### config.mk
export PLATFORM = sky130hd
export DESIGN_NAME = acd_command_decoder
export DESIGN_NICKNAME = d
export VERILOG_FILES = /design/src/acd_pkg.sv /design/src/acd_command_decoder.sv
export VERILOG_INCLUDE_DIRS = /design/src
export SDC_FILE = /design/constraint.sdc
export NUM_CORES = 1
export LEC_CHECK = 0
export BUFFER_PORTS_ARGS = -buffer_cell sky130_fd_sc_hd__buf_2
export CAP_MARGIN = 10
export CORE_ASPECT_RATIO = 1.25
export CORE_MARGIN = 1.5
export CORE_UTILIZATION = 55
export DETAILED_ROUTE_END_ITERATION = 7
export PLACE_DENSITY = 0.86
export SLEW_MARGIN = 20
export SYNTH_ARGS = -nofsm -noshare
export SYNTH_HDL_FRONTEND = slang
export SYNTH_SLANG_ARGS = --single-unit
### constraint.sdc
create_clock -name mclk -period 2.4 [get_ports mclk]
set_input_delay 0.24 -clock mclk [delete_from_list [all_inputs] [get_ports mclk]]
set_output_delay 0.24 -clock mclk [all_outputs]
set_load 0.01 [all_outputs]
### src/acd_defines.svh
`ifndef ACD_DEFINES_SVH
`define ACD_DEFINES_SVH
// power-up values
`define ACD_ZERO8 8'h00
`define ACD_SETUP_RST 8'h28
`define ACD_DAC_ONES 12'hfff
`define ACD_DAC_ZEROS 12'h000
// ADC clock modes
`define ACD_CK_TRIG 2'b00
`define ACD_CK_EXTREQ 2'b01
`define ACD_CK_SERIAL 2'b10
`define ACD_CK_SCLK 2'b11
// input-mode register select codes
`define ACD_IMODE_UNI 2'b10
`define ACD_IMODE_BIP 2'b11
// full-byte commands
`define ACD_GPIO_CFG 8'h03
`define ACD_GPIO_WR 8'h02
`define ACD_GPIO_RD 8'h01
`define ACD_NOP 8'h00
// additional byte counts
`define ACD_EXTRA_ONE 2'd1
`define ACD_EXTRA_TWO 2'd2
// serial framing
`define ACD_BIT_LAST 3'd7
`define ACD_BIT_FIRST 3'd0
// reset register bit positions
`define ACD_RST_REQ 2
`define ACD_RST_FBG 0
`endif

### src/acd_pkg.sv
package acd_pkg;
    // serial decoder states, one-hot
    typedef enum logic [1:0] {
        ACD_ST_CMD = 2'b01,
        ACD_ST_DATA = 2'b10
    } acd_state_t;
    // kind of command awaiting data bytes, one-hot
    typedef enum logic [2:0] {
        ACD_K_SETUP = 3'b001,
        ACD_K_DAC = 3'b010,
        ACD_K_GPIO = 3'b100
    } acd_kind_t;
endpackage

### src/acd_command_decoder.sv
`include "acd_defines.svh"
module acd_command_decoder
    import acd_pkg::*;
#(
    parameter int GPIO_COUNT = 12
) (
    input wire logic mclk,
    input wire logic rst_b,
    input wire logic csN,
    input wire logic sclk,
    input wire logic din,
    input wire logic conversion_start_n,
    input wire logic dac_wakeup_level_select,
    input wire logic conversionDone,
    output logic eocN,
    output logic startConversion,
    output logic blocksShutdown,
    output logic [7:0] conversion_control,
    output logic [7:0] setup_control,
    output logic [7:0] averaging_control,
    output logic [7:0] reset_control,
    output logic averagingActive,
    output logic [7:0] pairDifferential,
    output logic [7:0] pairBipolar,
    output logic [11:0] dacInput,
    output logic [3:0] dacSelect,
    output logic dacStrobe,
    output logic [7:0] gpioCommand,
    output logic [15:0] gpioData,
    output logic gpioStrobe
);
    ////////////////////////////////////////////////////////////////
    // pin synchronisers
    logic [2:0] sclkS, csS, cnvS;
    logic [1:0] dinS, wakeS;
    always_ff @(posedge mclk or negedge rst_b) begin
        if (!rst_b) begin
            sclkS <= 3'h0;
            csS <= 3'h7;
            cnvS <= 3'h7;
            dinS <= 2'h0;
        end else begin
            sclkS <= {sclkS[1:0], sclk};
            csS <= {csS[1:0], csN};
            cnvS <= {cnvS[1:0], conversion_start_n};
            dinS <= {dinS[0], din};
        end
    end
    // strap sync runs through reset so its level is valid at the first edge after release
    always_ff @(posedge mclk) begin
        wakeS <= {wakeS[0], dac_wakeup_level_select};
    end
    logic sclkFall, csFall, cnvFall, csLow;
    assign sclkFall = sclkS[2] & ~sclkS[1];
    assign csFall = csS[2] & ~csS[1];
    assign cnvFall = cnvS[2] & ~cnvS[1];
    assign csLow = ~csS[1];
    ////////////////////////////////////////////////////////////////
    // state
    acd_state_t state, next_state;
    acd_kind_t kind, next_kind;
    logic [2:0] bitCount, next_bitCount;
    logic [6:0] shiftReg, next_shiftReg;
    logic [1:0] bytesLeft, next_bytesLeft;
    logic [7:0] dataWord, next_dataWord;
    logic dacInitPending, next_dacInitPending;
    logic [7:0] next_conversion, next_setup, next_averaging, next_reset;
    logic [7:0] uniMode, next_uniMode, bipMode, next_bipMode;
    logic [11:0] next_dacInput;
    logic [3:0] next_dacSelect;
    logic [7:0] next_gpioCommand;
    logic [15:0] next_gpioData;
    logic next_dacStrobe, next_gpioStrobe, next_start, next_eocN, next_shutdown;
    logic [7:0] rxByte;
    logic byteDone;
    logic [1:0] clockMode;
    assign rxByte = {shiftReg, dinS[1]};
    assign byteDone = sclkFall & csLow & (bitCount == `ACD_BIT_LAST);
    assign clockMode = setup_control[5:4];
    ////////////////////////////////////////////////////////////////
    // serial shifter, command decode and register writes
    always_comb begin
        next_state = state;
        next_kind = kind;
        next_bitCount = bitCount;
        next_shiftReg = shiftReg;
        next_bytesLeft = bytesLeft;
        next_dataWord = dataWord;
        next_dacInitPending = 1'b0;
        next_conversion = conversion_control;
        next_setup = setup_control;
        next_averaging = averaging_control;
        next_reset = reset_control;
        next_uniMode = uniMode;
        next_bipMode = bipMode;
        next_dacInput = dacInput;
        next_dacSelect = dacSelect;
        next_gpioCommand = gpioCommand;
        next_gpioData = gpioData;
        next_dacStrobe = 1'b0;
        next_gpioStrobe = 1'b0;
        next_start = 1'b0;
        next_shutdown = blocksShutdown;
        // wake-up level caught after reset release
        if (dacInitPending) begin
            next_dacInput = wakeS[1] ? `ACD_DAC_ONES : `ACD_DAC_ZEROS;
        end
        if (!csLow) begin
            // chip select high clears the serial side
            next_state = ACD_ST_CMD;
            next_bitCount = `ACD_BIT_FIRST;
            next_bytesLeft = 2'd0;
        end else if (sclkFall) begin
            next_shiftReg = rxByte[6:0];
            next_bitCount = bitCount + 3'd1;
        end
        if (byteDone && state == ACD_ST_CMD) begin
            if (rxByte[7]) begin
                next_conversion = rxByte;
                // serial write starts conversions outside pin-trigger modes
                next_start = (clockMode == `ACD_CK_SERIAL) || (clockMode == `ACD_CK_SCLK);
            end else if (rxByte[6]) begin
                next_setup = {2'b00, rxByte[5:0]};
                next_kind = ACD_K_SETUP;
                next_bytesLeft = `ACD_EXTRA_ONE;
                next_state = ACD_ST_DATA;
            end else if (rxByte[5]) begin
                next_averaging = {3'b000, rxByte[4:0]};
            end else if (rxByte[4]) begin
                next_kind = ACD_K_DAC;
                next_bytesLeft = `ACD_EXTRA_TWO;
                next_state = ACD_ST_DATA;
            end else if (rxByte[3]) begin
                next_reset = {5'b00000, rxByte[2:0]};
                if (rxByte[`ACD_RST_REQ]) begin
                    // reset request restores defaults and shuts down
                    next_conversion = `ACD_ZERO8;
                    next_setup = `ACD_SETUP_RST;
                    next_averaging = `ACD_ZERO8;
                    next_uniMode = `ACD_ZERO8;
                    next_bipMode = `ACD_ZERO8;
                    next_shutdown = 1'b1;
                end
                if (rxByte[`ACD_RST_FBG]) begin
                    next_shutdown = 1'b0;
                end
            end else if (GPIO_COUNT != 0 && (rxByte == `ACD_GPIO_CFG || rxByte == `ACD_GPIO_WR
                         || rxByte == `ACD_GPIO_RD)) begin
                next_gpioCommand = rxByte;
                next_kind = ACD_K_GPIO;
                next_bytesLeft = (GPIO_COUNT > 4) ? `ACD_EXTRA_TWO : `ACD_EXTRA_ONE;
                next_state = ACD_ST_DATA;
            end
            // no-op and GPIO bytes without GPIO pins change nothing
        end else if (byteDone && state == ACD_ST_DATA) begin
            next_dataWord = rxByte; // previous data byte kept
            next_bytesLeft = bytesLeft - 2'd1;
            if (bytesLeft == 2'd1) begin
                next_state = ACD_ST_CMD;
                if (kind == ACD_K_SETUP) begin
                    // input-mode select chooses unipolar or bipolar map
                    if (setup_control[1:0] == `ACD_IMODE_UNI) begin
                        next_uniMode = rxByte;
                    end else if (setup_control[1:0] == `ACD_IMODE_BIP) begin
                        next_bipMode = rxByte;
                    end
                end else if (kind == ACD_K_DAC) begin
                    next_dacSelect = dataWord[7:4];
                    next_dacInput = {dataWord[3:0], rxByte};
                    next_dacStrobe = 1'b1;
                end else begin
                    next_gpioData = {dataWord[7:0], rxByte};
                    next_gpioStrobe = 1'b1;
                end
            end
        end
        // pin triggers in modes 00 and 01
        if (cnvFall && (clockMode == `ACD_CK_TRIG || clockMode == `ACD_CK_EXTREQ)) begin
            next_start = 1'b1;
        end
        if (next_start) begin
            next_shutdown = 1'b0;
        end
    end
    ////////////////////////////////////////////////////////////////
    // end-of-conversion flag, falls win over completion
    always_comb begin
        next_eocN = eocN;
        if (conversionDone) begin
            next_eocN = 1'b0;
        end
        if (csFall || cnvFall || clockMode == `ACD_CK_SCLK) begin
            next_eocN = 1'b1;
        end
    end
    ////////////////////////////////////////////////////////////////
    // registers
    always_ff @(posedge mclk or negedge rst_b) begin
        if (!rst_b) begin
            state <= ACD_ST_CMD;
            kind <= ACD_K_SETUP;
            bitCount <= `ACD_BIT_FIRST;
            shiftReg <= 7'h00;
            bytesLeft <= 2'd0;
            dataWord <= `ACD_ZERO8;
            dacInitPending <= 1'b1;
            conversion_control <= `ACD_ZERO8;
            setup_control <= `ACD_SETUP_RST;
            averaging_control <= `ACD_ZERO8;
            reset_control <= `ACD_ZERO8;
            uniMode <= `ACD_ZERO8;
            bipMode <= `ACD_ZERO8;
            dacInput <= `ACD_DAC_ZEROS;
            dacSelect <= 4'h0;
            gpioCommand <= `ACD_ZERO8;
            gpioData <= 16'h0000;
            dacStrobe <= 1'b0;
            gpioStrobe <= 1'b0;
            startConversion <= 1'b0;
            blocksShutdown <= 1'b1;
            eocN <= 1'b1;
            averagingActive <= 1'b0;
            pairDifferential <= `ACD_ZERO8;
            pairBipolar <= `ACD_ZERO8;
        end else begin
            state <= next_state;
            kind <= next_kind;
            bitCount <= next_bitCount;
            shiftReg <= next_shiftReg;
            bytesLeft <= next_bytesLeft;
            dataWord <= next_dataWord;
            dacInitPending <= next_dacInitPending;
            conversion_control <= next_conversion;
            setup_control <= next_setup;
            averaging_control <= next_averaging;
            reset_control <= next_reset;
            uniMode <= next_uniMode;
            bipMode <= next_bipMode;
            dacInput <= next_dacInput;
            dacSelect <= next_dacSelect;
            gpioCommand <= next_gpioCommand;
            gpioData <= next_gpioData;
            dacStrobe <= next_dacStrobe;
            gpioStrobe <= next_gpioStrobe;
            startConversion <= next_start;
            blocksShutdown <= next_shutdown;
            eocN <= next_eocN;
            // averaging suppressed in serial-clocked mode
            averagingActive <= next_averaging[4] & (next_setup[5:4] != `ACD_CK_SCLK);
            // bit n covers pair 2n positive, 2n+1 negative; clear bits are single-ended unipolar
            pairDifferential <= next_uniMode | next_bipMode;
            // bipolar pairs code two's complement, the rest straight binary
            pairBipolar <= next_bipMode;
        end
    end
endmodule

* Word-level counts from Yosys, hierarchy flattened *
Index checks and enable logic that the tools add are counted.

word-level totals
  bits in registers = 131
  latch bits = 0
  RAM bits = 0
  memory bits (read-only) = 0
  output and inout port bits = 94
  word-level logic and storage cells = 210
  memories kept = 0

cells by class
  add/subtract/negate cells = 2
  multiply operators = 0
  divide/modulo/power cells = 0
  $lt $le $gt $ge = 0
  eq/ne operators = 26
  shift-type cells = 0
  mux-type cells = 100
  bitwise logic cells = 18
  reduce and logical (&&, ||, !) cells = 33

operators by type and width
  kind                                                    number
  2-to-1 mux 8 bit                                        38
  2-to-1 mux 12 bit                                       7
  2-to-1 mux 2 bit                                        19
  2-to-1 mux 1 bit                                        24
  AND reduction 6 bit                                     4
  2-to-1 mux 3 bit                                        7
  inequality test 2 x 1 -> 1 bit (second input constant)  10
  nonzero test 2 bit                                      10
  equality test 8 x 2 -> 1 bit (second input constant)    2
  2-to-1 mux 5 bit                                        3
  AND reduction 5 bit                                     3
  AND reduction 7 bit                                     2
  2-to-1 mux 6 bit                                        2
  NOT 1 bit                                               11
  equality test 2 bit (second input constant)             5
  equality test 8 x 1 -> 1 bit (second input constant)    1
  bitwise OR 8 bit                                        1
  AND 1 bit                                               6
  equality test 2 x 1 -> 1 bit (second input constant)    3
  logical OR 1 bit                                        6
  nonzero test 3 bit                                      2
  AND reduction 2 bit                                     2
  adder 3 x 1 -> 3 bit (second input constant)            1
  equality test 3 x 1 -> 1 bit (second input constant)    1
  7 further kinds                                         9

* Longest topological paths before layout *
Gate-level depths: netlist of run 1.

  depth after elaboration = 10
  mapped depth = 10
  gate-level depth less buffers = 7

* Worst setup path after synthesis of run 1 *
OpenSTA, ideal clock, no wires.

  kind = reg2reg
  from = reg bitCount[0]
  to = reg gpioCommand[0]
  library setup time = 125 ps
  arrival time = 1,934 ps
  setup slack = 341 ps
  stages on the path, launching flop included = 9
  period minus slack after synthesis = 2,059 ps
  cells stage by stage = dfrtp_1 -> ha_1 -> ha_1 -> nand4bb_4 -> buf_6 -> or3_1 -> buf_6 -> nor3_4 -> mux2_2

between the ends
  word-level cells in the longest chain between the ends = 4

RTL lines
  what                                  line                        source
  start: declaration                    acd_command_decoder.sv:62   logic [2:0] bitCount, next_bitCount;
  start signal: assignment              acd_command_decoder.sv:202  bitCount <= `ACD_BIT_FIRST;
  start signal: assignment              acd_command_decoder.sv:228  bitCount <= next_bitCount;
  equality test 3 bit (no source line)  --
  AND 1 bit                             acd_command_decoder.sv:78   assign byteDone = sclkFall & csLow & (bitCount == `ACD_BIT_LAST);
  logical AND 1 bit                     acd_command_decoder.sv:117  if (byteDone && state == ACD_ST_CMD) begin
  AND reduction 7 bit (no source line)  --
  end signal: assignment                acd_command_decoder.sv:215  gpioCommand <= `ACD_ZERO8;
  end signal: assignment                acd_command_decoder.sv:241  gpioCommand <= next_gpioCommand;
  end: declaration                      acd_command_decoder.sv:28   output logic [7:0] gpioCommand,

No other way between the ends.
A chain may end at the register's enable or synchronous reset.

* Worst setup path after layout of run 1 *
  from = reg bitCount[0]
  to = reg gpioCommand[1]

Same word-level chain as after synthesis.

==> results of run 1 <==
[synth_stat cells (all sizes together) (2+ instances only)]
| master | count | share of area |
|---|---|---|
| inv | 6 | 0.0044 |
| a22o | 15 | 0.026 |
| nor4 | 3 | 0.0037 |
| nand2b | 18 | 0.022 |
| nand3b | 2 | 0.0029 |
| clkbuf | 17 | 0.012 |
| or3 | 3 | 0.0037 |
| o22a | 2 | 0.0034 |
| nor3 | 5 | 0.010 |
| a21boi | 2 | 0.0029 |
| nand4bb | 2 | 0.0076 |
| and2 | 4 | 0.0049 |
| buf | 26 | 0.036 |
| a22oi | 8 | 0.012 |
| mux2i | 2 | 0.0039 |
| nand3 | 19 | 0.019 |
| ha | 3 | 0.0073 |
| nand2 | 48 | 0.036 |
| a31oi | 13 | 0.016 |
| dfrtp | 111 | 0.54 |
| o31a | 2 | 0.0034 |
| dfxtp | 2 | 0.0078 |
| a21oi | 3 | 0.0029 |
| dfstp | 13 | 0.067 |
| o21ai | 28 | 0.028 |
| nor2 | 26 | 0.019 |
| mux2 | 34 | 0.075 |
| a21o | 4 | 0.0059 |
[layer usage]
| metal | up-vias | GRT usage | wire (um) |
|---|---|---|---|
| li1 | 1657 | - | - |
| met1 | 1803 | 0.313 | 4680 |
| met2 | 140 | 0.406 | 5720 |
| met3 | 27 | 0.0655 | 588 |
| met4 | 0 | 0.106 | 263 |
| met5 | - | 0 | 0 |
[repair_timing]
item | in CTS | in global routing
resized for setup | 0 | 0
buffers inserted | 0 | 0
endpoints found under the hold margin | 47 | 0
hold buffers | 6 | 0
[sequential cells by signal (all words and copies together) (netlist names), 4 cells and up]
register            count
shiftReg                7
pairDifferential        8
dacInput               12
uniMode                 8
bipMode                 8
setup_control           6
gpioData               16
dataWord                8
averaging_control       5
dacSelect               4
conversion_control      8
[cells by family after synthesis]
group	Yosys count
adders and majority gates	3
muxes	36
AOI/OAI and AO/OA	81
other	1
and+or+nand+nor	133
xor gates and xnor gates	2
buffers and inverters	49
DFF	126
[cell type report]
type / instances / area share
clock buffer: 22 / 0.0759
clock inverter: 10 / 0.0142
inverter: 6 / 0.00360
multi-input combinational: 271 / 0.278
sequential: 126 / 0.506
tap: 123 / 0.0246
timing repair buffer: 106 / 0.0977
[power by group through the flow]
stage / clock network [W] / logic [W] / registers, W
global placement: 0 / 0.000544 / 0.00235
finish: 0.00238 / 0.000583 / 0.00233
floorplan: 0 / 0.000348 / 0.00231
CTS: 0.00242 / 0.000575 / 0.00232
detailed placement: 0 / 0.000561 / 0.00236
global route: 0.00251 / 0.000629 / 0.00234
[critical path, stage by stage (launching register included)]
cell and delay [ns]:
sky130_fd_sc_hd__dfrtp_1 0.36, sky130_fd_sc_hd__ha_1 0.15, sky130_fd_sc_hd__ha_1 0.19, sky130_fd_sc_hd__nand4bb_4 0.19
sky130_fd_sc_hd__or3_1 0.53, sky130_fd_sc_hd__nor3_4 0.28, sky130_fd_sc_hd__mux2_2 0.35
[how the worst min path moves through the flow]
stage / startpoint / endpoint / slack [ns] / depth (start not counted)
floorplan: rst_b / averagingActive / -0.06 / 0
global placement: rst_b / bipMode[7] / 0.29 / 1
detailed placement: rst_b / bipMode[1] / 0.29 / 1
CTS: conversionDone / eocN / 0.05 / 3
global route: conversionDone / eocN / 0.09 / 3
finish: conversionDone / eocN / 0.07 / 3
[through the flow]
| step | std cells | utilization | power, W | setup slack [ns] |
|---|---|---|---|---|
| after floorplan | 446 | - | 0.00266 | 0.341 |
| after global placement | 626 | 0.620 | 0.00290 | 0.283 |
| after detailed placement | 626 | 0.620 | 0.00292 | 0.253 |
| after CTS | 664 | 0.689 | 0.00532 | 0.222 |
| after global routing | 664 | 0.689 | 0.00547 | 0.0665 |
| final | 664 | 0.689 | 0.00529 | 0.236 |
==> impl_results.md, run 1 <==
* Warnings, synthesis at 0
* Total negative setup slack at 0 ns
* Maximum operating frequency at 462 MHz
* Pin slew with the least headroom to its limit at about 0.93 ns
* Fraction of the cycle the final worst path needs at 0.901
* Min-delay worst type: primary input to flip-flop
* Final number of max-transition violations at 0
* Antenna violations before repair at 0
* Clock Skews at 0.00837 ns
* Clock tree root driver cell: sky130_fd_sc_hd__clkbuf_16
* GRT Residual Overflow at 0
* Post-Synth Simple-Gate Area at 0.133
* Fraction of final layout cells with drive strength greater than 1 at 0.338
* Final setup violating endpoints at 0
* Critical path startpoint: bitCount[0]
* Layout area overhead at 22.2%
* Wire length of the first global-routing pass at 18.4 mm
* DIE HEIGHT at between 100 and 150 um
* Clock net sink count at 126
* Storage cell area at 3160 um^2
* Post-layout net count at approximately 540
* Max-cap viol count at 0
* Number of vias in the routed layout at 3,627
* Type of the worst setup path: flip-flop to flip-flop
* Synth async-reset ratio at 0.984
* Worst Reg2Reg Path Length in Cells at 6
* Post-synthesis instance area at 5120 um^2
* Antenna violation net count after detailed routing at 0
* Max H-tree Level at 4
* Run status: finished clean
* EDFF count, synth at 0
* Clock share of power at 0.450
* Post-synthesis sequential area ratio at 0.618
* Parity-gate share of the synthesized area counting xor and xnor cells at 0.00342
* Compound-cell area share of the yosys netlist at 0.106
* Total wirelength of the detailed-routed design at 11.3 mm
* Number of buffers inserted during clock tree synthesis at 17
* Cell leakage power at between 3 and 4 nW
* Beginning of the worst register-to-register path: bitCount[0]
* Type of element launching the critical path: flip-flop
* Adder-cell area share of the yosys netlist at 0.00734
* Area after DPL at 5630 um^2
* Inserted Diodes at 0
* Worst Hold Slack at 0.0678 ns
* Max VDD drop at 0.584 mV
* Critical path capture point type: flip-flop
* FF+latch count, synth at 126
* Largest net degree at the start of global routing at 54
* Maximum clock insertion buffer count at 2
* Number of global-route vias before repair at 3,588
* Worst setup path endpoint: gpioCommand[1]
* Clock insertion delay at the later pin of the skew report at 0.41 ns
* Multi-input gate area at about 1700 um^2
* Width of the die at 89.3 um
* Starting utilization of the core area at 0.564
* Row count at 39
* Internal power component at 0.00391 W
* Combinational family with the most area after synthesis: simple AND/OR/NAND/NOR gates
* Most instantiated flip-flop cell in the synthesis netlist: sky130_fd_sc_hd__dfrtp_1
* Cell variety after synth at 48
* Clock slew seen by the registers of the worst setup and hold paths at 0.05 ns
* Part of the total power dissipated in sequential elements at 0.440
* Gr usage total at 0.250
* Multiplexer fraction of the synthesized cell area at 0.0787
* Largest fanout on the critical path at 8
* Half-perimeter wire length after detailed placement at 7.33 mm
* Post-synthesis cell count at 431
* I/O Buffers at 86
* Filler cells at between 600 and 700
* Worst-case headroom to the max-slew limit at 0.381
* Final routed wire length divided by cell count at 17.0 um
* Highest-count cells in the layout ignoring fill and taps: sky130_fd_sc_hd__dfrtp_1, sky130_fd_sc_hd__buf_2, sky130_fd_sc_hd__nand2_1
* WP data arrival at around 2.5 ns
* Post-layout instance area at 6250 um^2
* RePlAce Congestion at between 0.8 and 0.9
* Setup repair after global routing missed its margin: no
* Switching part of the total power at 0.262
* Vias per cell at 5.46
* DRC errors left at 0
* Areal power density over the cells at 846 nW/um^2
* CP required at roughly 2.7 ns
* FF-to-FF End: gpioCommand[1]
* Switching Power at 0.00138 W
* Most frequent standard cell in the layout excluding fill and tap cells: sky130_fd_sc_hd__dfrtp_1
* Post-layout minimum cycle time at 2.16 ns
* Combinational share of power at 0.110
* Number of top-level pins at ~100
* Core box area at 9080 um^2
* Final hold violations at 0
* Total die area at a little under 10,000 um^2
* Clock tree from TritonCTS: yes
* 1st-iter DRT viols at 296
* Setup slack, reg-to-reg at 0.24 ns
* TritonRoute pass-1 iters at 5
* Synthesized area per cell at 11.9 um^2
Power figures use the tool's default switching activity.
==> run 2, diff against run 1 <==
CORE_MARGIN = not set   (was 1.5)
==> run 2 against run 1 <==
  * Sequential share of layout area is 0.33 points lower
  * Cell count is 0.30% higher
  * Via count is 1.8% higher
  * First-iteration DRC count fell by 5.1%
  * Critical path depth rose by 1
  * Worst hold slack worse by 0.0074 ns
  * Global-route usage up 1.4 points
  * Die area fell by 2.0%
  * Design area increased by 0.66%
  * Non-clock buffer count rose by 2
  * Largest power group unchanged
==> impl_results.md, run 2 (synthesis gave the netlist of run 1 again) <==
* Clock net sink count at 126 (unchanged)
* TritonRoute pass-1 iters at 5 (unchanged)
* Cell leakage power at 3.31 nW (was 3.29 nW)
* Final number of max-transition violations at 0 (unchanged)
* Total wirelength of the detailed-routed design at 11.8 mm (was 11.3 mm)
* Final critical-path setup slack at 0.129 ns (was 0.236 ns)
* Core box area at 9080 um^2 (unchanged)
* Number of vias in the routed layout at 3,694 (was 3,627)
* Vias per cell at 5.55 (was 5.46)
* Combinational share of power at 0.109 (was 0.110)
* Inserted Diodes at 0 (unchanged)
* Max FFs per register at 16 (unchanged)
* WP data arrival at 2.57 ns (was 2.46 ns)
* Final setup violating endpoints at 0 (unchanged)
* Number of buffers inserted during clock tree synthesis at 17 (unchanged)
* 1st-iter DRT viols at 281 (was 296)
* Max VDD drop at 0.562 mV (was 0.584 mV)
* Most frequent standard cell in the layout excluding fill and tap cells: sky130_fd_sc_hd__dfrtp_1 (unchanged)
* Gr usage total at 0.264 (was 0.250)
* Switching Power at 0.00142 W (was 0.00138 W)
* Multi-input gate area at 1740 um^2 (about the same)
* Number of global-route vias before repair at 3,675 (was 3,588)
* Switching part of the total power at 0.261 (was 0.262)
* Filler cells at 676 (was 674)
* Storage cell area at 3160 um^2 (unchanged)
* Final routed wire length divided by cell count at 17.7 um (was 17.0 um)
* Row count at 39 (unchanged)
* Min-delay worst type: primary input to flip-flop (unchanged)
* Internal power component at 0.00401 W (was 0.00391 W)
* Fraction of final layout cells with drive strength greater than 1 at 0.343 (was 0.338)
* Largest net degree at the start of global routing at 50 (was 54)
* Cell depth of the worst min-delay path at 3 (unchanged)
* Beginning of the worst register-to-register path: bitCount[0] (unchanged)
* Critical path capture point type: flip-flop (unchanged)
* Total die area at 9690 um^2 (was 9890 um^2)
* Clock share of power at 0.462 (was 0.450)
* Antenna violations before repair at 0 (unchanged)
* Largest register by flop count: gpioData (unchanged)
* Layout area overhead at 23.0% (was 22.2%)
* Hold path startpoint: conversionDone (unchanged)
* Worst-case headroom to the max-slew limit at 0.370 (was 0.381)
* Maximum operating frequency at 440 MHz (was 462 MHz)
* Worst Reg2Reg Path Length in Cells at 7 (was 6)
* Post-layout net count at 541 (was 539)
* Run status: finished clean (unchanged)
* Width of the die at 88.3 um (was 89.3 um)
* Clock tree from TritonCTS: yes (unchanged)
* FF-to-FF End: averagingActive (was gpioCommand[1])
* Capture endpoint of the worst hold path: eocN (unchanged)
* Part of the total power dissipated in sequential elements at 0.429 (was 0.440)
* DRC errors left at 0 (unchanged)
* Highest-count cells in the layout ignoring fill and taps: sky130_fd_sc_hd__dfrtp_1, sky130_fd_sc_hd__buf_2, sky130_fd_sc_hd__nand2_1 (unchanged)
* Max-cap viol count at 0 (unchanged)
* Final hold violations at 0 (unchanged)
* I/O Buffers at 86 (unchanged)
* Max H-tree Level at 4 (unchanged)
* Areal power density over the cells at 863 nW/um^2 (was 846 nW/um^2)
* Fraction of the cycle the final worst path needs at 0.946 (was 0.901)
* Pin slew with the least headroom to its limit at 0.946 ns (was 0.928 ns)
* RePlAce Congestion at 0.812 (was 0.822)
* Setup slack, reg-to-reg at 0.13 ns (was 0.24 ns)
* Clock slew seen by the registers of the worst setup and hold paths at 0.06 ns (was 0.05 ns)
* Type of the worst setup path: flip-flop to flip-flop (unchanged)
* Number of top-level pins at 102 (unchanged)
* Clock Skews at 0.00950 ns (was 0.00837 ns)
* GRT Residual Overflow at 0 (unchanged)
* Maximum clock insertion buffer count at 2 (unchanged)
* Largest fanout on the critical path at 8 (unchanged)
* Wire length of the first global-routing pass at 18.6 mm (was 18.4 mm)
* Worst Hold Slack at 0.0604 ns (was 0.0678 ns)
* Type of element launching the critical path: flip-flop (unchanged)
* Top Registers: gpioData x16, dacInput x12 (unchanged)
* Starting utilization of the core area at 0.564 (unchanged)
* Antenna violation net count after detailed routing at 0 (unchanged)
* Clock insertion delay at the later pin of the skew report at 0.42 ns (was 0.41 ns)
* Clock tree root driver cell: sky130_fd_sc_hd__clkbuf_16 (unchanged)
* Post-layout minimum cycle time at 2.27 ns (was 2.16 ns)
* Half-perimeter wire length after detailed placement at 7.45 mm (was 7.33 mm)
* Placement Setup Slack at 0.182 ns (was 0.253 ns)
* CP required at 2.70 ns (was 2.69 ns)
* Post-CTS Setup Bufs at 0 (unchanged)
* DIE HEIGHT at 110 um (was 111 um)
## run 2: cell types whose count changed in the layout (fill, tap and decap cells not counted)
cell	delta
sky130_fd_sc_hd__buf_4	+2
sky130_fd_sc_hd__bufinv_16	+1
sky130_fd_sc_hd__clkinv_2	-1
sky130_fd_sc_hd__clkinv_4	-1
sky130_fd_sc_hd__clkinvlp_4	+1
sky130_fd_sc_hd__nand2b_1	-1
sky130_fd_sc_hd__nand2b_2	+1
## run 2: through the flow
step                      area (um^2)  setup TNS (ns)  power (W)  std cells   util
final                            6290               0    0.00543        666  0.693
after global routing             6290       -0.000909    0.00560        666  0.693
after CTS                        6290               0    0.00545        666  0.693
after detailed placement         5640               0    0.00292        628  0.622
after global placement           5640               0    0.00290        628  0.622
after floorplan                  5170               0    0.00266        446      -
## run 2: worst max path at each step
| stage | start | endpoint | cells past startpoint |
|---|---|---|---|
| detailed placement | bitCount[0] | gpioCommand[0] | 6 |
| CTS | bitCount[0] | averagingActive | 7 |
| finish | bitCount[0] | averagingActive | 7 |
| floorplan | bitCount[0] | gpioCommand[0] | 8 |
| global route | bitCount[0] | pairDifferential[3] | 8 |
| global placement | bitCount[0] | gpioCommand[1] | 6 |
## run 2: power groups by stage
stage	clock [W]	combinational [W]	sequential, W
after global routing	0.00263	0.000636	0.00233
after global placement	0	0.000552	0.00235
after detailed placement	0	0.000564	0.00235
after floorplan	0	0.000348	0.00231
final	0.00251	0.000589	0.00233
after CTS	0.00254	0.000585	0.00232
## run 2: critical path: stages, from the launching register on
cell and delay, ns:
sky130_fd_sc_hd__dfrtp_1 0.38, sky130_fd_sc_hd__ha_1 0.17, sky130_fd_sc_hd__ha_1 0.20, sky130_fd_sc_hd__nand4bb_4 0.19, sky130_fd_sc_hd__nor4_1 0.53, sky130_fd_sc_hd__o21ai_1 0.28
sky130_fd_sc_hd__a22o_1 0.26, sky130_fd_sc_hd__a21boi_1 0.13
## run 2: routing by layer
metal | share of wire | wire length, um | global-route usage | up-vias
met5 | 0 | 0 | 0 | -
met2 | 0.51 | 6020 | 0.436 | 170
li1 | - | - | - | 1657
met3 | 0.062 | 730 | 0.0841 | 29
met4 | 0.022 | 262 | 0.116 | 0
met1 | 0.40 | 4750 | 0.315 | 1838
## run 2: layout make-up
cell class,count,area share
clock inverter,10,0.0179
tap,123,0.0245
inverter,6,0.00358
multi-input combinational,271,0.277
sequential,126,0.502
clock buffer,22,0.0754
timing repair buffer,108,0.0994
## run 2: repair_timing
action                     4_1_cts  5_1_grt
hold endpoints to repair        51        0
setup endpoints to repair        0        1
resized for setup                0        1
hold buffers                     6        0
==> run 3, diff against run 2 <==
BUFFER_PORTS_ARGS = -buffer_cell sky130_fd_sc_hd__buf_4   (was -buffer_cell sky130_fd_sc_hd__buf_2)
CORE_MARGIN = 2   (was not set)
==> run 3 against run 2 <==
  * Sequential power hardly changed
  * Combinational power rose by 1%
  * Sequential share of layout area decreased by 1.5 points
  * Critical path depth fell by 1
  * Worst hold slack improved by 0.024 ns
  * Maximum frequency grew 4.1%
  * Wire length is 3.6% lower
  * Core utilization is 2.2 points higher
  * Highest routed layer unchanged
==> impl_results.md, run 3 (synthesis gave the netlist of run 1 again) <==
* Largest net degree at the start of global routing at 82 (was 50)
* Areal power density over the cells at 841 nW/um^2 (was 863 nW/um^2)
* Final hold violations at 0 (unchanged)
* Critical path capture point type: flip-flop (unchanged)
* Detailed route wirelength on metal3 at 648 um (was 730 um)
* Post-CTS Setup Bufs at 0 (unchanged)
* Pin slew with the least headroom to its limit at 0.975 ns (was 0.946 ns)
* RePlAce Congestion at 0.822 (was 0.812)
* Row count at 39 (unchanged)
* Total wirelength of the detailed-routed design at 11.3 mm (was 11.8 mm)
* Fraction of final layout cells with drive strength greater than 1 at 0.333 (was 0.343)
* Top Registers: gpioData x16, dacInput x12 (unchanged)
* Clock tree from TritonCTS: yes (unchanged)
* Total negative setup slack at 0 ns (unchanged)
* Starting utilization of the core area at 0.564 (unchanged)
* Max-cap viol count at 0 (unchanged)
* Clock Skews at 0.00655 ns (was 0.00950 ns)
* Total die area at 10,100 um^2 (was 9690 um^2)
* Fraction of the cycle the final worst path needs at 0.909 (was 0.946)
* GRT Residual Overflow at 0 (unchanged)
* Inserted Diodes at 0 (unchanged)
* Post-layout minimum cycle time at 2.18 ns (was 2.27 ns)
* CP required at 2.69 ns (was 2.70 ns)
* Half-perimeter wire length after detailed placement at 7.40 mm (was 7.45 mm)
* Antenna violation net count after detailed routing at 0 (unchanged)
* Setup repair after global routing missed its margin: no
* WP data arrival at 2.47 ns (was 2.57 ns)
* Number of global-route vias before repair at 3,612 (was 3,675)
* Number of vias in the routed layout at 3,622 (was 3,694)
* Type of the worst setup path: flip-flop to flip-flop (unchanged)
* Max FFs per register at 16 (unchanged)
* Number of buffers inserted during clock tree synthesis at 17 (unchanged)
* DRC errors left at 0 (unchanged)
* Clock slew seen by the registers of the worst setup and hold paths at 0.05 ns (was 0.06 ns)
* Type of element launching the critical path: flip-flop (unchanged)
* Width of the die at 90.3 um (was 88.3 um)
* Vias per cell at 5.46 (was 5.55)
* Run status: finished clean (unchanged)
* Worst-case headroom to the max-slew limit at 0.350 (was 0.370)
* I/O Buffers at 86 (unchanged)
* Maximum operating frequency at 459 MHz (was 440 MHz)
* Max H-tree Level at 4 (unchanged)
* Antenna violations before repair at 0 (unchanged)
* Worst Hold Slack at 0.0844 ns (was 0.0604 ns)
* Final routed wire length divided by cell count at 17.1 um (was 17.7 um)
* Layout area overhead at 26.9% (was 23.0%)
* Top routing layer used: met4 (unchanged)
* Largest fanout on the critical path at 8 (unchanged)
* TritonRoute pass-1 iters at 4 (was 5)
* Clock insertion delay at the later pin of the skew report at 0.41 ns (was 0.42 ns)
* Min-delay worst type: primary input to flip-flop (unchanged)
* Final number of max-transition violations at 0 (unchanged)
* Gr usage total at 0.237 (was 0.264)
* Met2 wire len at 5.84 mm (was 6.02 mm)
* Number of top-level pins at 102 (unchanged)
* Largest register by flop count: gpioData (unchanged)
* Highest-count cells in the layout ignoring fill and taps: sky130_fd_sc_hd__dfrtp_1, sky130_fd_sc_hd__buf_4, sky130_fd_sc_hd__nand2_1 (was sky130_fd_sc_hd__dfrtp_1, sky130_fd_sc_hd__buf_2, sky130_fd_sc_hd__nand2_1)
* Max VDD drop at 0.671 mV (was 0.562 mV)
* Final setup violating endpoints at 0 (unchanged)
* 1st-iter DRT viols at 319 (was 281)
* Clock tree root driver cell: sky130_fd_sc_hd__clkbuf_16 (unchanged)
* Most frequent standard cell in the layout excluding fill and tap cells: sky130_fd_sc_hd__dfrtp_1 (unchanged)
* Maximum clock insertion buffer count at 2 (unchanged)
* DIE HEIGHT at 112 um (was 110 um)
* Core box area at 9080 um^2 (unchanged)
* Wire length the detailed router placed on met1 at 4.69 mm (was 4.75 mm)
* Cell leakage power at 3.31 nW (about the same)
* Post-layout net count at 539 (was 541)
* Clock net sink count at 126 (unchanged)
* Wire length of the first global-routing pass at 18.4 mm (was 18.6 mm)
## run 3: cell types whose count changed in the layout (fill, tap and decap cells not counted), sizes merged
cell,change
clkinvlp,-2
clkbuf,+2
buf,-2
bufinv,+1
clkinv,-2
## run 3: through the flow
stage | power, W | worst slack [ns] | instance area (um^2) | instances | utilization
4_1_cts | 0.00548 | 0.207 | 6490 | 663 | 0.715
3_5_place_dp | 0.00294 | 0.224 | 5840 | 626 | 0.643
2_1_floorplan | 0.00266 | 0.341 | 5170 | 446 | -
3_3_place_gp | 0.00291 | 0.291 | 5840 | 626 | 0.643
5_1_grt | 0.00564 | 0.0191 | 6490 | 663 | 0.715
6_report | 0.00546 | 0.219 | 6490 | 663 | 0.715
## run 3: final timing paths
| check | from | endpoint | slack [ns] | cells past startpoint |
|---|---|---|---|---|
| worst max-delay path | bitCount[0] | gpioCommand[1] | 0.22 | 6 |
| worst min-delay path | conversionDone | eocN | 0.08 | 3 |
| worst max register to register | bitCount[0] | gpioCommand[1] | 0.22 | 6 |
| worst min register to register | wakeS[0] | wakeS[1] | 0.34 | 0 |
| max in group asynchronous | rst_b | dacInitPending | 1.20 | 3 |
| min in group asynchronous | rst_b | pairDifferential[7] | 0.37 | 2 |
## run 3: timing repair
action / 4_1_cts / 5_1_grt
gates resized for setup: 0 / 0
hold buffers: 6 / 0
hold endpoints to repair: 40 / 0
## run 3: power breakdown
part | internal, W | switching (W) | total [W]
logic | 0.000205 | 0.000392 | 0.000597
registers | 0.00222 | 0.000108 | 0.00232
clock network | 0.00170 | 0.000835 | 0.00254
## run 3: per-layer routing
layer,global-route usage,vias up
li1,-,1666
met1,0.293,1808
met2,0.390,127
met3,0.0785,21
met4,0.0913,0
met5,0,-
## run 3: area by class of cell
cell class / count / area (um^2)
flip-flops and latches: 126 / 3160
fillers: 661 / 2580
multi-input cells: 271 / 1740
repair buffers: 106 / 823
clock buffers: 24 / 482
well taps: 123 / 154
clock inverters: 7 / 110
inverters: 6 / 22.5
## run 3: worst max-delay path: stages, from the launching register on
cell and delay (ns):
sky130_fd_sc_hd__dfrtp_1 0.36, sky130_fd_sc_hd__ha_1 0.15, sky130_fd_sc_hd__ha_1 0.19, sky130_fd_sc_hd__nand4bb_4 0.19, sky130_fd_sc_hd__or3_1 0.54, sky130_fd_sc_hd__nor3_4 0.26
sky130_fd_sc_hd__mux2_2 0.36
